==> src/logic/nvc_defs.svh <==
`ifndef NVC_DEFS_SVH
`define NVC_DEFS_SVH
// register indices; byte address is four times the index
`define NVC_IDX_EPCTL 6'h2B
`define NVC_IDX_CONFIG 6'h3F
`define NVC_IDX_EEMAP 6'h2D
`define NVC_IDX_EECTL 6'h3B
`define NVC_IDX_OPTION 6'h39
`define NVC_IDX_PRIO 6'h3C
`define NVC_IDX_PROT 6'h35
`define NVC_IDX_STATUS 6'h3E
// eprom control fields
`define NVC_EP_MLT 7
`define NVC_EP_LAT 5
`define NVC_EP_XCOL 4
`define NVC_EP_XROW 3
`define NVC_EP_VPP 0
// eeprom control fields
`define NVC_EE_BYTE 4
`define NVC_EE_ROW 3
`define NVC_EE_ERASE 2
`define NVC_EE_LAT 1
`define NVC_EE_VPP 0
// configuration fields
`define NVC_CF_RMPLC 2
`define NVC_CF_RMPRS 1
`define NVC_CF_EEEN 0
`define NVC_OPT_PCLK 3
`define NVC_PRIO_BOOT 7
`define NVC_PROT_RESET 5'h1F
// address map
`define NVC_ROM_HI_BASE 16'hA000
`define NVC_ROM_LO_BASE 16'h2000
`define NVC_ROM_LO_LAST 16'h7FFF
`define NVC_EE_LOW 12'hD80
`define NVC_BOOT_BASE 16'hBE00
`define NVC_BOOT_LAST 16'hBFFF
`define NVC_BOOT_ENTRY 16'hBF00
`define NVC_PROT_B1 12'hDA0
`define NVC_PROT_B2 12'hDE0
`define NVC_PROT_B3 12'hE60
`define NVC_PROT_B4 12'hF80
`define NVC_RESP_OKAY 2'h0
`define NVC_RESP_DECERR 2'h3
`endif

==> src/logic/nvc_pkg.sv <==
package nvc_pkg;
    typedef enum logic [1:0] {EE_IDLE, EE_ARMED, EE_LOADED, EE_HIGHV} nvc_ee_state_e;
    typedef logic [15:0] nvc_addr_t;
endpackage : nvc_pkg

==> src/logic/nvc_map_prog.sv <==
// Contract
// - configuration register writable once in normal modes
// - placement bit picks high or low rom window; single-chip mode always uses the high window
// - presence bit set single-chip, cleared test mode
// - eeprom decoded only while enable bit set
// - eeprom map register writable once normally
// - top digit places eeprom at xD80-xFFF
// - boot rom window only special mode, enabled
// - byte eprom programming in every mode
// - multi-byte bit test-only, ignores address bit five
// - latch captures writes, blocks eprom reads
// - latch readable, frozen while voltage bit set
// - extra columns test-only, uses bits 11:5 and 0
// - extra rows test-only, uses bits 5:0
// - voltage bit writable only with latch set
// - utility handshake with host, then resets
// - utility entered by jump to BF00
// - eeprom reads as rom while latch clear
// - eeprom control always accessible, sequence enforced
// - pump clock select: e clock or rc
// - eeprom voltage only after three ordered steps
// - setting latch and voltage together while latch clear clears both
//
// Register access over AXI4-Lite is this design's own decision.
`include "nvc_defs.svh"
module nvc_map_prog
    import nvc_pkg::*;
#(
    parameter logic EEEN_RESET = 1'b1,
    parameter logic RMPLC_EXP_RESET = 1'b1,
    parameter logic RMPRS_EXP_RESET = 1'b1
) (
    input wire logic sys_clk_i,
    input wire logic srst_i,
    input wire logic mode_special_i,
    input wire logic mode_test_i,
    input wire logic mode_single_chip_i,
    input wire logic [7:0] s_axi_awaddr_i,
    input wire logic s_axi_awvalid_i,
    output logic s_axi_awready_o,
    input wire logic [31:0] s_axi_wdata_i,
    input wire logic [3:0] s_axi_wstrb_i,
    input wire logic s_axi_wvalid_i,
    output logic s_axi_wready_o,
    output logic [1:0] s_axi_bresp_o,
    output logic s_axi_bvalid_o,
    input wire logic s_axi_bready_i,
    input wire logic [7:0] s_axi_araddr_i,
    input wire logic s_axi_arvalid_i,
    output logic s_axi_arready_o,
    output logic [31:0] s_axi_rdata_o,
    output logic [1:0] s_axi_rresp_o,
    output logic s_axi_rvalid_o,
    input wire logic s_axi_rready_i,
    input wire logic cpu_valid_i,
    input wire logic cpu_we_i,
    input wire logic [15:0] cpu_addr_i,
    input wire logic [7:0] cpu_wdata_i,
    output logic rom_sel_o,
    output logic eprom_read_en_o,
    output logic eeprom_sel_o,
    output logic eeprom_read_en_o,
    output logic boot_sel_o,
    output logic boot_entry_o,
    output logic [15:0] eprom_latch_addr_o,
    output logic [7:0] eprom_latch_data_o,
    output logic [11:0] eprom_array_addr_o,
    output logic eprom_bit5_ignore_o,
    output logic eprom_user_off_o,
    output logic eprom_vpp_on_o,
    output logic [15:0] eeprom_latch_addr_o,
    output logic [7:0] eeprom_latch_data_o,
    output logic eeprom_vpp_on_o,
    output logic pump_clk_rc_o
);

// ----------------------------------------
// decode helpers
// ----------------------------------------
    function automatic logic ee_hit(input nvc_addr_t a, input logic [3:0] digit);
        ee_hit = (a[15:12] == digit) && (a[11:0] >= `NVC_EE_LOW);
    endfunction : ee_hit

    function automatic logic [4:0] prot_block(input nvc_addr_t a);
        prot_block = (a[11:0] >= `NVC_PROT_B4) ? 5'h10 :
                     (a[11:0] >= `NVC_PROT_B3) ? 5'h08 :
                     (a[11:0] >= `NVC_PROT_B2) ? 5'h04 :
                     (a[11:0] >= `NVC_PROT_B1) ? 5'h02 : 5'h01;
    endfunction : prot_block

// ----------------------------------------
// axi4-lite slave
// ----------------------------------------
    logic aw_full_q, w_full_q, bvalid_q, rvalid_q;
    logic [5:0] aw_idx_q;
    logic [7:0] wdata_q;
    logic wstrb0_q;
    logic [1:0] bresp_q, rresp_q;
    logic [31:0] rdata_q;
    logic [7:0] rd_byte_w;
    logic rd_map_w, wr_map_w, wr_fire;

    assign s_axi_awready_o = !aw_full_q;
    assign s_axi_wready_o = !w_full_q;
    assign s_axi_arready_o = !rvalid_q;
    assign s_axi_bvalid_o = bvalid_q;
    assign s_axi_bresp_o = bresp_q;
    assign s_axi_rvalid_o = rvalid_q;
    assign s_axi_rresp_o = rresp_q;
    assign s_axi_rdata_o = rdata_q;
    assign wr_fire = aw_full_q && w_full_q && !bvalid_q;

    function automatic logic mapped(input logic [5:0] idx);
        mapped = (idx == `NVC_IDX_EPCTL) || (idx == `NVC_IDX_CONFIG) ||
                 (idx == `NVC_IDX_EEMAP) || (idx == `NVC_IDX_EECTL) ||
                 (idx == `NVC_IDX_OPTION) || (idx == `NVC_IDX_PRIO) ||
                 (idx == `NVC_IDX_PROT) || (idx == `NVC_IDX_STATUS);
    endfunction : mapped

    assign wr_map_w = mapped(aw_idx_q);
    assign rd_map_w = mapped(s_axi_araddr_i[7:2]);

    function automatic logic wr_to(input logic f, input logic [5:0] i, input logic [5:0] t,
                                   input logic s);
        wr_to = f && (i == t) && s;
    endfunction : wr_to

    logic wr_epctl, wr_config, wr_eemap, wr_eectl, wr_option, wr_prio, wr_prot;
    assign wr_epctl = wr_to(wr_fire, aw_idx_q, `NVC_IDX_EPCTL, wstrb0_q);
    assign wr_config = wr_to(wr_fire, aw_idx_q, `NVC_IDX_CONFIG, wstrb0_q);
    assign wr_eemap = wr_to(wr_fire, aw_idx_q, `NVC_IDX_EEMAP, wstrb0_q);
    assign wr_eectl = wr_to(wr_fire, aw_idx_q, `NVC_IDX_EECTL, wstrb0_q);
    assign wr_option = wr_to(wr_fire, aw_idx_q, `NVC_IDX_OPTION, wstrb0_q);
    assign wr_prio = wr_to(wr_fire, aw_idx_q, `NVC_IDX_PRIO, wstrb0_q);
    assign wr_prot = wr_to(wr_fire, aw_idx_q, `NVC_IDX_PROT, wstrb0_q);

    always_ff @(posedge sys_clk_i) begin
        if (srst_i) begin
            aw_full_q <= 1'b0;
            w_full_q <= 1'b0;
            bvalid_q <= 1'b0;
            rvalid_q <= 1'b0;
            aw_idx_q <= 6'h00;
            wdata_q <= 8'h00;
            wstrb0_q <= 1'b0;
            bresp_q <= `NVC_RESP_OKAY;
            rresp_q <= `NVC_RESP_OKAY;
            rdata_q <= 32'h0000_0000;
        end else begin
            if (s_axi_awvalid_i && !aw_full_q) begin
                aw_full_q <= 1'b1;
                aw_idx_q <= s_axi_awaddr_i[7:2];
            end
            if (s_axi_wvalid_i && !w_full_q) begin
                w_full_q <= 1'b1;
                wdata_q <= s_axi_wdata_i[7:0];
                wstrb0_q <= s_axi_wstrb_i[0];
            end
            if (wr_fire) begin
                bvalid_q <= 1'b1;
                bresp_q <= wr_map_w ? `NVC_RESP_OKAY : `NVC_RESP_DECERR;
            end else if (bvalid_q && s_axi_bready_i) begin
                bvalid_q <= 1'b0;
                aw_full_q <= 1'b0;
                w_full_q <= 1'b0;
            end
            if (s_axi_arvalid_i && !rvalid_q) begin
                rvalid_q <= 1'b1;
                rresp_q <= rd_map_w ? `NVC_RESP_OKAY : `NVC_RESP_DECERR;
                rdata_q <= {24'h00_0000, rd_byte_w};
            end else if (rvalid_q && s_axi_rready_i) begin
                rvalid_q <= 1'b0;
            end
        end
    end

// ----------------------------------------
// configuration and mapping registers
// ----------------------------------------
    logic rmplc_q, rmprs_q, eeen_q, cfg_done_q;
    logic [3:0] ee_digit_q;
    logic eemap_done_q, pclk_q, btrom_q;
    logic [4:0] prot_q;
    logic [2:0] ee_mode_q;

    always_ff @(posedge sys_clk_i) begin
        if (srst_i) begin
            rmplc_q <= mode_single_chip_i | RMPLC_EXP_RESET;
            rmprs_q <= mode_test_i ? 1'b0 : (mode_single_chip_i | RMPRS_EXP_RESET);
            eeen_q <= EEEN_RESET;
            cfg_done_q <= 1'b0;
            ee_digit_q <= 4'h0;
            eemap_done_q <= 1'b0;
            pclk_q <= 1'b0;
            btrom_q <= mode_special_i & ~mode_test_i;
            prot_q <= `NVC_PROT_RESET;
            ee_mode_q <= 3'h0;
        end else begin
            if (wr_config && (mode_special_i || !cfg_done_q)) begin
                rmplc_q <= wdata_q[`NVC_CF_RMPLC];
                rmprs_q <= wdata_q[`NVC_CF_RMPRS];
                eeen_q <= wdata_q[`NVC_CF_EEEN];
                cfg_done_q <= 1'b1;
            end
            if (wr_eemap && (mode_special_i || !eemap_done_q)) begin
                ee_digit_q <= wdata_q[7:4];
                eemap_done_q <= 1'b1;
            end
            if (wr_option) begin
                pclk_q <= wdata_q[`NVC_OPT_PCLK];
            end
            if (!mode_special_i) begin
                btrom_q <= 1'b0;
            end else if (wr_prio) begin
                btrom_q <= wdata_q[`NVC_PRIO_BOOT];
            end
            if (wr_prot) begin
                prot_q <= wdata_q[4:0];
            end
            if (wr_eectl) begin
                ee_mode_q <= wdata_q[`NVC_EE_BYTE:`NVC_EE_ERASE];
            end
        end
    end

    assign pump_clk_rc_o = pclk_q;

// ----------------------------------------
// address decode
// ----------------------------------------
    logic rom_hi_w, rom_lo_w;
    assign rom_hi_w = (rmplc_q || mode_single_chip_i) && (cpu_addr_i >= `NVC_ROM_HI_BASE);
    assign rom_lo_w = !rmplc_q && !mode_single_chip_i &&
                      (cpu_addr_i >= `NVC_ROM_LO_BASE) && (cpu_addr_i <= `NVC_ROM_LO_LAST);
    assign rom_sel_o = rmprs_q && (rom_hi_w || rom_lo_w);
    assign eeprom_sel_o = eeen_q && ee_hit(cpu_addr_i, ee_digit_q);
    assign boot_sel_o = mode_special_i && btrom_q &&
                        (cpu_addr_i >= `NVC_BOOT_BASE) && (cpu_addr_i <= `NVC_BOOT_LAST);
    // flags the fetch of the resident utility's entry; the utility itself is boot rom code
    assign boot_entry_o = boot_sel_o && cpu_valid_i && !cpu_we_i &&
                          (cpu_addr_i == `NVC_BOOT_ENTRY);

// ----------------------------------------
// eprom programming control
// ----------------------------------------
    logic ep_lat_q, ep_vpp_q, ep_mlt_q, ep_xcol_q, ep_xrow_q;
    logic ep_vpp_next_w, ep_cap_w;
    logic [15:0] ep_addr_q;
    logic [7:0] ep_data_q;

    assign ep_vpp_next_w = ep_lat_q ? wdata_q[`NVC_EP_VPP] : ep_vpp_q;
    assign ep_cap_w = ep_lat_q && !ep_vpp_q && cpu_valid_i && cpu_we_i && rom_sel_o;

    always_ff @(posedge sys_clk_i) begin
        if (srst_i) begin
            ep_lat_q <= 1'b0;
            ep_vpp_q <= 1'b0;
            ep_mlt_q <= 1'b0;
            ep_xcol_q <= 1'b0;
            ep_xrow_q <= 1'b0;
            ep_addr_q <= 16'h0000;
            ep_data_q <= 8'h00;
        end else begin
            if (wr_epctl) begin
                ep_vpp_q <= ep_vpp_next_w;
                // frozen while the voltage stays on; clearing both at once is allowed
                if (!(ep_vpp_q && ep_vpp_next_w)) begin
                    ep_lat_q <= wdata_q[`NVC_EP_LAT];
                end
            end
            if (!mode_test_i) begin
                ep_mlt_q <= 1'b0;
                ep_xcol_q <= 1'b0;
                ep_xrow_q <= 1'b0;
            end else if (wr_epctl) begin
                ep_mlt_q <= wdata_q[`NVC_EP_MLT];
                ep_xcol_q <= wdata_q[`NVC_EP_XCOL];
                ep_xrow_q <= wdata_q[`NVC_EP_XROW];
            end
            if (ep_cap_w) begin
                ep_addr_q <= cpu_addr_i;
                ep_data_q <= cpu_wdata_i;
            end
        end
    end

    assign eprom_read_en_o = rom_sel_o && !ep_lat_q;
    assign eprom_latch_addr_o = ep_addr_q;
    assign eprom_latch_data_o = ep_data_q;
    assign eprom_vpp_on_o = ep_vpp_q;
    assign eprom_bit5_ignore_o = ep_mlt_q;
    assign eprom_user_off_o = ep_xcol_q || ep_xrow_q;
    assign eprom_array_addr_o = ep_xcol_q ? {ep_addr_q[11:5], 4'h0, ep_addr_q[0]} :
                                ep_xrow_q ? {6'h00, ep_addr_q[5:0]} :
                                ep_mlt_q ? {ep_addr_q[11:6], 1'b0, ep_addr_q[4:0]} :
                                ep_addr_q[11:0];

// ----------------------------------------
// eeprom programming sequence
// ----------------------------------------
    nvc_ee_state_e ee_state_q, ee_state_d;
    logic ee_lat_q, ee_vpp_q, ee_lat_d, ee_vpp_d;
    logic ee_cpu_wr_w, ee_load_w, ee_prot_ok_w, ee_cfg_tgt_q;
    logic [15:0] ee_addr_q;
    logic [7:0] ee_data_q;

    // writes into the latch are shut off once the voltage is on
    assign ee_cpu_wr_w = cpu_valid_i && cpu_we_i && eeprom_sel_o;
    assign ee_load_w = (ee_state_q == EE_ARMED) && (ee_cpu_wr_w || wr_config);
    // the configuration target is only unprotected when every block is unprotected
    assign ee_prot_ok_w = ee_cfg_tgt_q ? (prot_q == 5'h00) :
                          ((prot_block(ee_addr_q) & prot_q) == 5'h00);

    always_comb begin
        ee_state_d = ee_state_q;
        ee_lat_d = ee_lat_q;
        ee_vpp_d = ee_vpp_q;
        if (wr_eectl) begin
            case ({wdata_q[`NVC_EE_LAT], wdata_q[`NVC_EE_VPP]})
                2'b11: begin
                    if (!ee_lat_q) begin
                        ee_lat_d = 1'b0;
                        ee_vpp_d = 1'b0;
                        ee_state_d = EE_IDLE;
                    end else if (ee_state_q == EE_LOADED && ee_prot_ok_w) begin
                        ee_vpp_d = 1'b1;
                        ee_state_d = EE_HIGHV;
                    end else begin
                        ee_vpp_d = ee_vpp_q;
                    end
                end
                2'b10: begin
                    ee_lat_d = 1'b1;
                    ee_vpp_d = 1'b0;
                    ee_state_d = EE_ARMED;
                end
                default: begin
                    ee_lat_d = 1'b0;
                    ee_vpp_d = 1'b0;
                    ee_state_d = EE_IDLE;
                end
            endcase
        end else if (ee_load_w) begin
            ee_state_d = EE_LOADED;
        end
    end

    always_ff @(posedge sys_clk_i) begin
        if (srst_i) begin
            ee_state_q <= EE_IDLE;
            ee_lat_q <= 1'b0;
            ee_vpp_q <= 1'b0;
            ee_addr_q <= 16'h0000;
            ee_data_q <= 8'h00;
            ee_cfg_tgt_q <= 1'b0;
        end else begin
            ee_state_q <= ee_state_d;
            ee_lat_q <= ee_lat_d;
            ee_vpp_q <= ee_vpp_d;
            if (ee_lat_q && !ee_vpp_q && !wr_eectl && (ee_cpu_wr_w || wr_config)) begin
                ee_addr_q <= ee_cpu_wr_w ? cpu_addr_i : 16'h0000;
                ee_data_q <= ee_cpu_wr_w ? cpu_wdata_i : wdata_q;
                ee_cfg_tgt_q <= !ee_cpu_wr_w;
            end
        end
    end

    assign eeprom_read_en_o = eeprom_sel_o && !ee_lat_q;
    assign eeprom_latch_addr_o = ee_addr_q;
    assign eeprom_latch_data_o = ee_data_q;
    assign eeprom_vpp_on_o = ee_vpp_q;

// ----------------------------------------
// read data selection
// ----------------------------------------
    logic [5:0] ar_idx_w;
    assign ar_idx_w = s_axi_araddr_i[7:2];
    assign rd_byte_w =
        (ar_idx_w == `NVC_IDX_EPCTL) ? {ep_mlt_q, 1'b0, ep_lat_q, ep_xcol_q, ep_xrow_q,
                                        2'b00, ep_vpp_q} :
        (ar_idx_w == `NVC_IDX_CONFIG) ? {5'h00, rmplc_q, rmprs_q, eeen_q} :
        (ar_idx_w == `NVC_IDX_EEMAP) ? {ee_digit_q, 4'h0} :
        (ar_idx_w == `NVC_IDX_EECTL) ? {3'h0, ee_mode_q, ee_lat_q, ee_vpp_q} :
        (ar_idx_w == `NVC_IDX_OPTION) ? {4'h0, pclk_q, 3'h0} :
        (ar_idx_w == `NVC_IDX_PRIO) ? {btrom_q, 7'h00} :
        (ar_idx_w == `NVC_IDX_PROT) ? {3'h0, prot_q} :
        (ar_idx_w == `NVC_IDX_STATUS) ? {2'b00, ee_state_q, eemap_done_q, cfg_done_q,
                                         ee_cfg_tgt_q, ep_cap_w} : 8'h00;

endmodule : nvc_map_prog

==> config.mk <==
export PLATFORM = sky130hd
export DESIGN_NAME = nvc_map_prog
export DESIGN_NICKNAME = d
export VERILOG_FILES = /design/src/logic/nvc_pkg.sv /design/src/logic/nvc_map_prog.sv
export VERILOG_INCLUDE_DIRS = /design/src /design/src/logic
export SDC_FILE = /design/constraint.sdc
export NUM_CORES = 1
export LEC_CHECK = 0
export ABC_AREA = 1
export BUFFER_PORTS_ARGS = -buffer_cell sky130_fd_sc_hd__buf_2
export CORE_ASPECT_RATIO = 0.9
export CORE_MARGIN = 3
export CORE_UTILIZATION = 46
export CTS_CLUSTER_DIAMETER = 200
export DETAILED_ROUTE_END_ITERATION = 10
export PLACE_DENSITY = 0.77
export SLEW_MARGIN = 20
export SYNTH_ARGS = -nofsm -noshare
export SYNTH_HDL_FRONTEND = slang
export SYNTH_SLANG_ARGS = --single-unit
==> constraint.sdc <==
create_clock -name sys_clk_i -period 1.7 [get_ports sys_clk_i]
set_input_delay 0.17 -clock sys_clk_i [delete_from_list [all_inputs] [get_ports sys_clk_i]]
set_output_delay 0.17 -clock sys_clk_i [all_outputs]
set_load 0.02 [all_outputs]
==> impl_metrics.yaml, run 1 <==
floorplan:
  io_pins: 200
  rows: 35
  core_area_um2: 10400
  floorplan.die_area_um2: 12000
  dieHeight_um: 104
  die_width_um: 115
  start_util: 0.476
synth:
  synth_largest_area_cell: "dfxtp_1"
  yosysWarningCount: 0
  avgSynthCellArea_um2: 7.21
  synth_edf_count: 2
  synth.most_common_cell: "nand2_1"
  async_flop_share: 0
  synth_cells: 686
  synth_area_leaders: "dfxtp_1 42%, nand2_1 8.4%, o21ai_0 7.6%"
  synth.distinct_cells: 43
  synthFlopType: "dfxtp_1"
  synth_top_area_frac: 0.421
  syn_area_um2: 4940
  synth_common_cells: "110 x nand2_1, 104 x dfxtp_1, 96 x nor2_1"
  ys_ff_latch: 106
  yosysSeqAreaShare: 0.433
global_routing:
  grt_max_degree: 45
  grt_pass1_wl_mm: 22.1
  grt-ovfl-total: 0
  antenna_found_initial: 0
  grt_pass1_vias: 4411
  grt_usage: 0.231
sta:
  setup_ws_ns: 0.00826
  hold_ws_ns: 0.0501
  worst_pin_slew_ns: 0.562
  setup_violations: 0
  hold_violations: 0
  rsz0062_at_grt: "true"
  fin_tns_setup_ns: 0
  slew_headroom: 0.621
  report.final.slew_viol_count: 0
  fin_skew_ns: 0.00724
  timing.final.crit_share: 0.995
  fmax_mhz: 591
  timing.final.crit_period_ns: 1.69
setup_path:
  max_stage_delay_ns: 0.34
  path_buf_inv: 3
  r2r_start: "ee_digit_q[2]"
  critPathCaptureType: "flip-flop"
  cp.required_ns: 1.95
  crit_fanout: 5
  critPathSlowestCell: "dfxtp_2"
  critPathKind: "flip-flop to flip-flop"
  worstPathCellList: "inv_2 -> nand2_2 -> nand2_2 -> nor3_4 -> buf_6 -> nand3b_4 -> nand2_4 -> nand3_4 -> buf_12 -> o21ai_2 -> nor2_1"
  path_delay_family: "simple AND/OR/NAND/NOR gates"
  cp.arrival_ns: 1.94
  rrSetupSlack_ns: 0.008
  cp-startpoint: "ee_digit_q[2]"
  cp-start-kind: "flip-flop"
  cp_common_cell: "nand2_2"
routing:
  drt_wl_total_mm: 14.5
  ant_nets: 0
  via_per_inst: 5.11
  routedWlPerCell_um: 14.7
  first_pass_iters: 5
  drt_iter0_drc: 374
  drc: 0
  vias: 5073
placed_design:
  dp_hpwl_mm: 10.7
  place_area_um2: 5890
  dp_slack_ns: -0.000911
  globalplace.congestion: 0.900
  io_buffers: 144
pwr:
  vdd_drop_max_v: 0.000584
  leakagePower_uw: 0.00306
  p_per_area_nw_per_um2: 815
layout:
  syn_to_final_growth_pct: 32.2
  fill_cells: 941
  multi_input_area_um2: 2440
  drive_gt1_frac: 0.322
  final_area_um2: 6540
  diodes: 0
  fin_util: 0.630
  regArea_um2: 2150
  final_nets: 946
clock_network:
  path_clk_slew_ns: 0.07
  clockBufferDepth: 2
  cts_tree: "yes"
  ctsHoldBuffers: 0
  htree_levels: 3
  cts-buffers-inserted: 9
  cts-root-buf: "clkbuf_16"
  cts.sinks: 106
  insertion_delay_ns: 0.35
hold_path:
  worstHoldStart: "s_axi_awaddr_i[3]"
  hold_class: "input pin to flip-flop"
status:
  status: "finished clean"
flow_run:
  drv_cap: 0
==> metrics by stage <==
stage,total power (uW),instances
floorplan,2950,709
global placement,3120,965
detailed placement,3120,965
CTS,5340,988
global route,5510,992
finish,5330,992
==> worst register-to-register path: stages, from the launching register on <==
cell      delay, ns
dfxtp_2        0.34
inv_2          0.04
nand2_2        0.05
nand2_2        0.06
nor3_4         0.22
buf_6          0.13
nand3b_4       0.12
nand2_4        0.11
nand3_4        0.15
buf_12         0.21
o21ai_2        0.11
nor2_1         0.05
==> flip-flops by register name, summed over array words and instances, names as in the netlist, 5 cells and up <==
register,flops
eeprom_latch_data_o,8
eeprom_latch_addr_o,16
eprom_latch_addr_o,16
aw_idx_q,6
s_axi_rdata_o,8
prot_q,5
wdata_q,8
eprom_latch_data_o,8
==> worst paths after layout <==
check / depth (start not counted) / end
setup / recovery: 11 / eeprom_latch_data_o[3]
hold / removal: 3 / aw_idx_q[1]
setup reg to reg: 11 / eeprom_latch_data_o[3]
hold reg to reg: 2 / eprom_latch_addr_o[11]
==> repair_timing <==
action / CTS / global route
endpoints found under the setup margin: 12 / 40
resized for setup: 21 / 54
setup buffers: 5 / 4
pin swaps: 7 / 12
cloned: 2 / 0
==> metal layers <==
metal | track usage | share of wire | vias up
met2 | 0.371 | 0.46 | 189
met5 | 0 | 0 | -
met4 | 0.0830 | 0.025 | 0
li1 | - | - | 2548
met3 | 0.0558 | 0.075 | 27
met1 | 0.299 | 0.44 | 2309
==> logic make-up after synthesis <==
family / Yosys count / share of synthesized area
other: 1 / 0.000759
flip-flops: 106 / 0.433
buffers and inverters: 135 / 0.130
multiplexers: 1 / 0.00202
AO/OA/AOI/OAI: 177 / 0.199
AND/OR/NAND/NOR: 266 / 0.235
==> where the power goes <==
group | internal (uW) | switching, uW | leakage (uW) | total (uW)
clock network | 1300 | 938 | 0.000153 | 2240
registers | 2540 | 30.4 | 0.000866 | 2570
logic | 173 | 344 | 0.00204 | 517
==> cell usage in the layout (no fill, tap or decap), drive strengths merged <==
| master | synthesis | final |
|---|---|---|
| nor2 | 101 | 101 |
| a21oi | 69 | 69 |
| nor3 | 10 | 10 |
| o21ai | 78 | 78 |
| conb | 1 | 24 |
| nand3 | 29 | 30 |
| mux2i | 1 | 1 |
| nand3b | 1 | 1 |
| nand4 | 8 | 8 |
| buf | 34 | 187 |
| or2 | 2 | 2 |
| o31ai | 1 | 1 |
| bufinv | 0 | 2 |
| edfxtp | 2 | 2 |
| clkinv | 2 | 6 |
| o311ai | 1 | 1 |
| clkinvlp | 0 | 1 |
| o22ai | 7 | 7 |
| a31oi | 3 | 3 |
| clkbuf | 16 | 10 |
| inv | 83 | 82 |
| nand2 | 111 | 111 |
| a311oi | 2 | 2 |
| a2111oi | 1 | 1 |
| a211oi | 3 | 3 |
| o21a | 2 | 2 |
| dfxtp | 104 | 104 |
| o221a | 1 | 1 |
| nor4 | 4 | 4 |
| o211ai | 9 | 9 |
==> layout make-up <==
type,count,share of cell area
Multi-Input combinational cell,469,0.374
Sequential cell,106,0.328
Timing Repair Buffer,187,0.173
Inverter,85,0.0515
Clock buffer,10,0.0350
Tap cell,129,0.0247
Clock inverter,6,0.0138
No activity file was read; power rests on OpenSTA's default activity.
==> inputs of run 2 (changes only) <==
- CORE_UTILIZATION: 46 -> 49
- PLACE_DENSITY: 0.77 -> 0.81
==> run 2 against run 1 <==
Net effect: the run now ends with negative setup slack left; flip-flop and latch count is the same; wire length decreased by 0.34%; non-clock buffer count fell by 7; register-to-register slack worse by 0.08 ns; cell area down 3.6%; combinational power is 2% lower; critical path depth grew 1; utilization rose by 1.7 points; highest routed layer is now met5.
==> impl_metrics.yaml, run 2 (synthesis gave the netlist of run 1 again) <==
status:
  status: "finished, violations left"
  violations: "negative setup slack"
sta:
  worst_pin_slew_ns: 0.658
  fin_tns_setup_ns: -0.652
  setup_violations: 17
  slew_headroom: 0.559
  fin_skew_ns: 0.00646
  timing.final.crit_period_ns: 1.77
  hold_violations: 0
  report.final.slew_viol_count: 0
  fmax_mhz: 565
  setup_ws_ns: -0.0696
  timing.final.crit_share: 1.04
  hold_ws_ns: 0.00947
  rsz0062_at_grt: "true"
global_routing:
  antenna_found_initial: 1
  grt_usage: 0.250
  grt_pass1_vias: 4564
  grt_max_degree: 53
  grt-ovfl-total: 0
  grt_pass1_wl_mm: 22.7
layout:
  mostFrequentLayoutCells: "143 x buf_2, 100 x dfxtp_1, 98 x nand2_1, 91 x nor2_1, 75 x inv_1"
  drive_gt1_frac: 0.301
  fill_cells: 845
  final_area_um2: 6300
  diodes: 0
  syn_to_final_growth_pct: 27.4
  fin_util: 0.646
  regArea_um2: 2150
  multi_input_area_um2: 2390
  final_nets: 939
  final_common_cell: "buf_2"
placed_design:
  dp_hpwl_mm: 10.7
  io_buffers: 144
  place_area_um2: 5810
  globalplace.congestion: 0.918
setup_path:
  cp.arrival_ns: 2.03
  cp.required_ns: 1.96
  cp-start-kind: "flip-flop"
  rrSetupSlack_ns: -0.07
  critPathCaptureType: "flip-flop"
  critPathKind: "flip-flop to flip-flop"
  crit_fanout: 8
  reg2reg_depth: 12
clock_network:
  cts-buffers-inserted: 9
  htree_levels: 3
  path_clk_slew_ns: 0.10
  ctsHoldBuffers: 0
  insertion_delay_ns: 0.38
  cts-root-buf: "clkbuf_8"
  clockBufferDepth: 2
  cts.sinks: 106
  cts_tree: "yes"
pwr:
  p_int_uw: 3480
  leakagePower_uw: 0.00295
  vdd_drop_max_v: 0.000468
  total_power_uw: 4710
  seqPwrFrac: 0.548
  clkPwrFrac: 0.345
  combinationalPowerShare: 0.108
  power_switching_uw: 1230
  p_per_area_nw_per_um2: 748
  p_sw_frac: 0.261
floorplan:
  die_width_um: 112
  floorplan.die_area_um2: 11300
  dieHeight_um: 101
  rows: 34
  start_util: 0.507
  core_area_um2: 9740
  io_pins: 200
hold_path:
  hold_class: "input pin to flip-flop"
  min_path_cells: 3
routing:
  drt_wl_total_mm: 14.5
  drc: 0
  via_per_inst: 5.18
  first_pass_iters: 5
  ant_nets: 0
  routedWlPerCell_um: 14.8
  vias: 5091
  drt_iter0_drc: 604
flow_run:
  drv_cap: 0
-- run 2: cell count changes in the layout (fill, tap and decap cells not counted), moves of 3 or more --
cell,change
a21oi_2,-4
a21oi_1,+4
buf_4,-7
clkbuf_16,-8
nand2_1,+9
nand2_4,-4
nand2_2,-5
clkbuf_8,+9
buf_6,+3
-- run 2: stage by stage --
stage / worst slack [ns] / cells
floorplan: 0.121 / 709
global placement: 0.0378 / 956
detailed placement: -0.0120 / 956
CTS: -0.00963 / 980
global route: -0.138 / 982
finish: -0.0696 / 982
-- run 2: final cells by class --
cell class / count / share of cell area
clock inverter: 4 / 0.00775
clock buffer: 12 / 0.0248
sequential: 106 / 0.341
inverter: 85 / 0.0521
multi-input combinational: 469 / 0.380
timing repair buffer: 180 / 0.169
tap: 126 / 0.0250
-- run 2: final timing paths --
path,to,startpoint
max reg2reg,eeprom_latch_addr_o[1],ee_digit_q[0]
min,aw_idx_q[4],s_axi_awaddr_i[6]
max,eeprom_latch_addr_o[1],ee_digit_q[0]
min reg2reg,s_axi_rdata_o[2],s_axi_rdata_o[2]
-- run 2: per-layer routing --
metal / up-vias / global-route usage / share of wire
met2: 256 / 0.417 / 0.46
met1: 2270 / 0.322 / 0.42
met4: 2 / 0.0664 / 0.021
li1: 2536 / - / -
met3: 27 / 0.0723 / 0.10
met5: - / 0 / 0.00048
-- run 2: repair_timing --
| item | 4_1_cts | 5_1_grt |
|---|---|---|
| hold endpoints to repair | 0 | 0 |
| endpoints found under the setup margin | 19 | 47 |
| gates cloned | 2 | 0 |
| pin swaps | 1 | 14 |
| setup buffers | 6 | 3 |
| resized for setup | 15 | 46 |
-- run 2: worst max-delay path: stages (launching register included) --
cell      delay [ns]
dfxtp_2         0.36
inv_2           0.05
nand2_2         0.06
nand3_2         0.09
nor3_4          0.20
buf_6           0.13
nand3b_4        0.12
nand2_4         0.12
nand3_4         0.10
buf_12          0.17
buf_16          0.14
nand2_4         0.05
a21oi_1         0.06
-- run 2: power by group through the flow --
stage | Combinational [uW] | Sequential, uW | Clock [uW]
after CTS | 491 | 2580 | 1630
final | 507 | 2580 | 1620
after floorplan | 307 | 2640 | 0
after global routing | 560 | 2590 | 1730
after detailed placement | 483 | 2630 | 0
after global placement | 479 | 2630 | 0
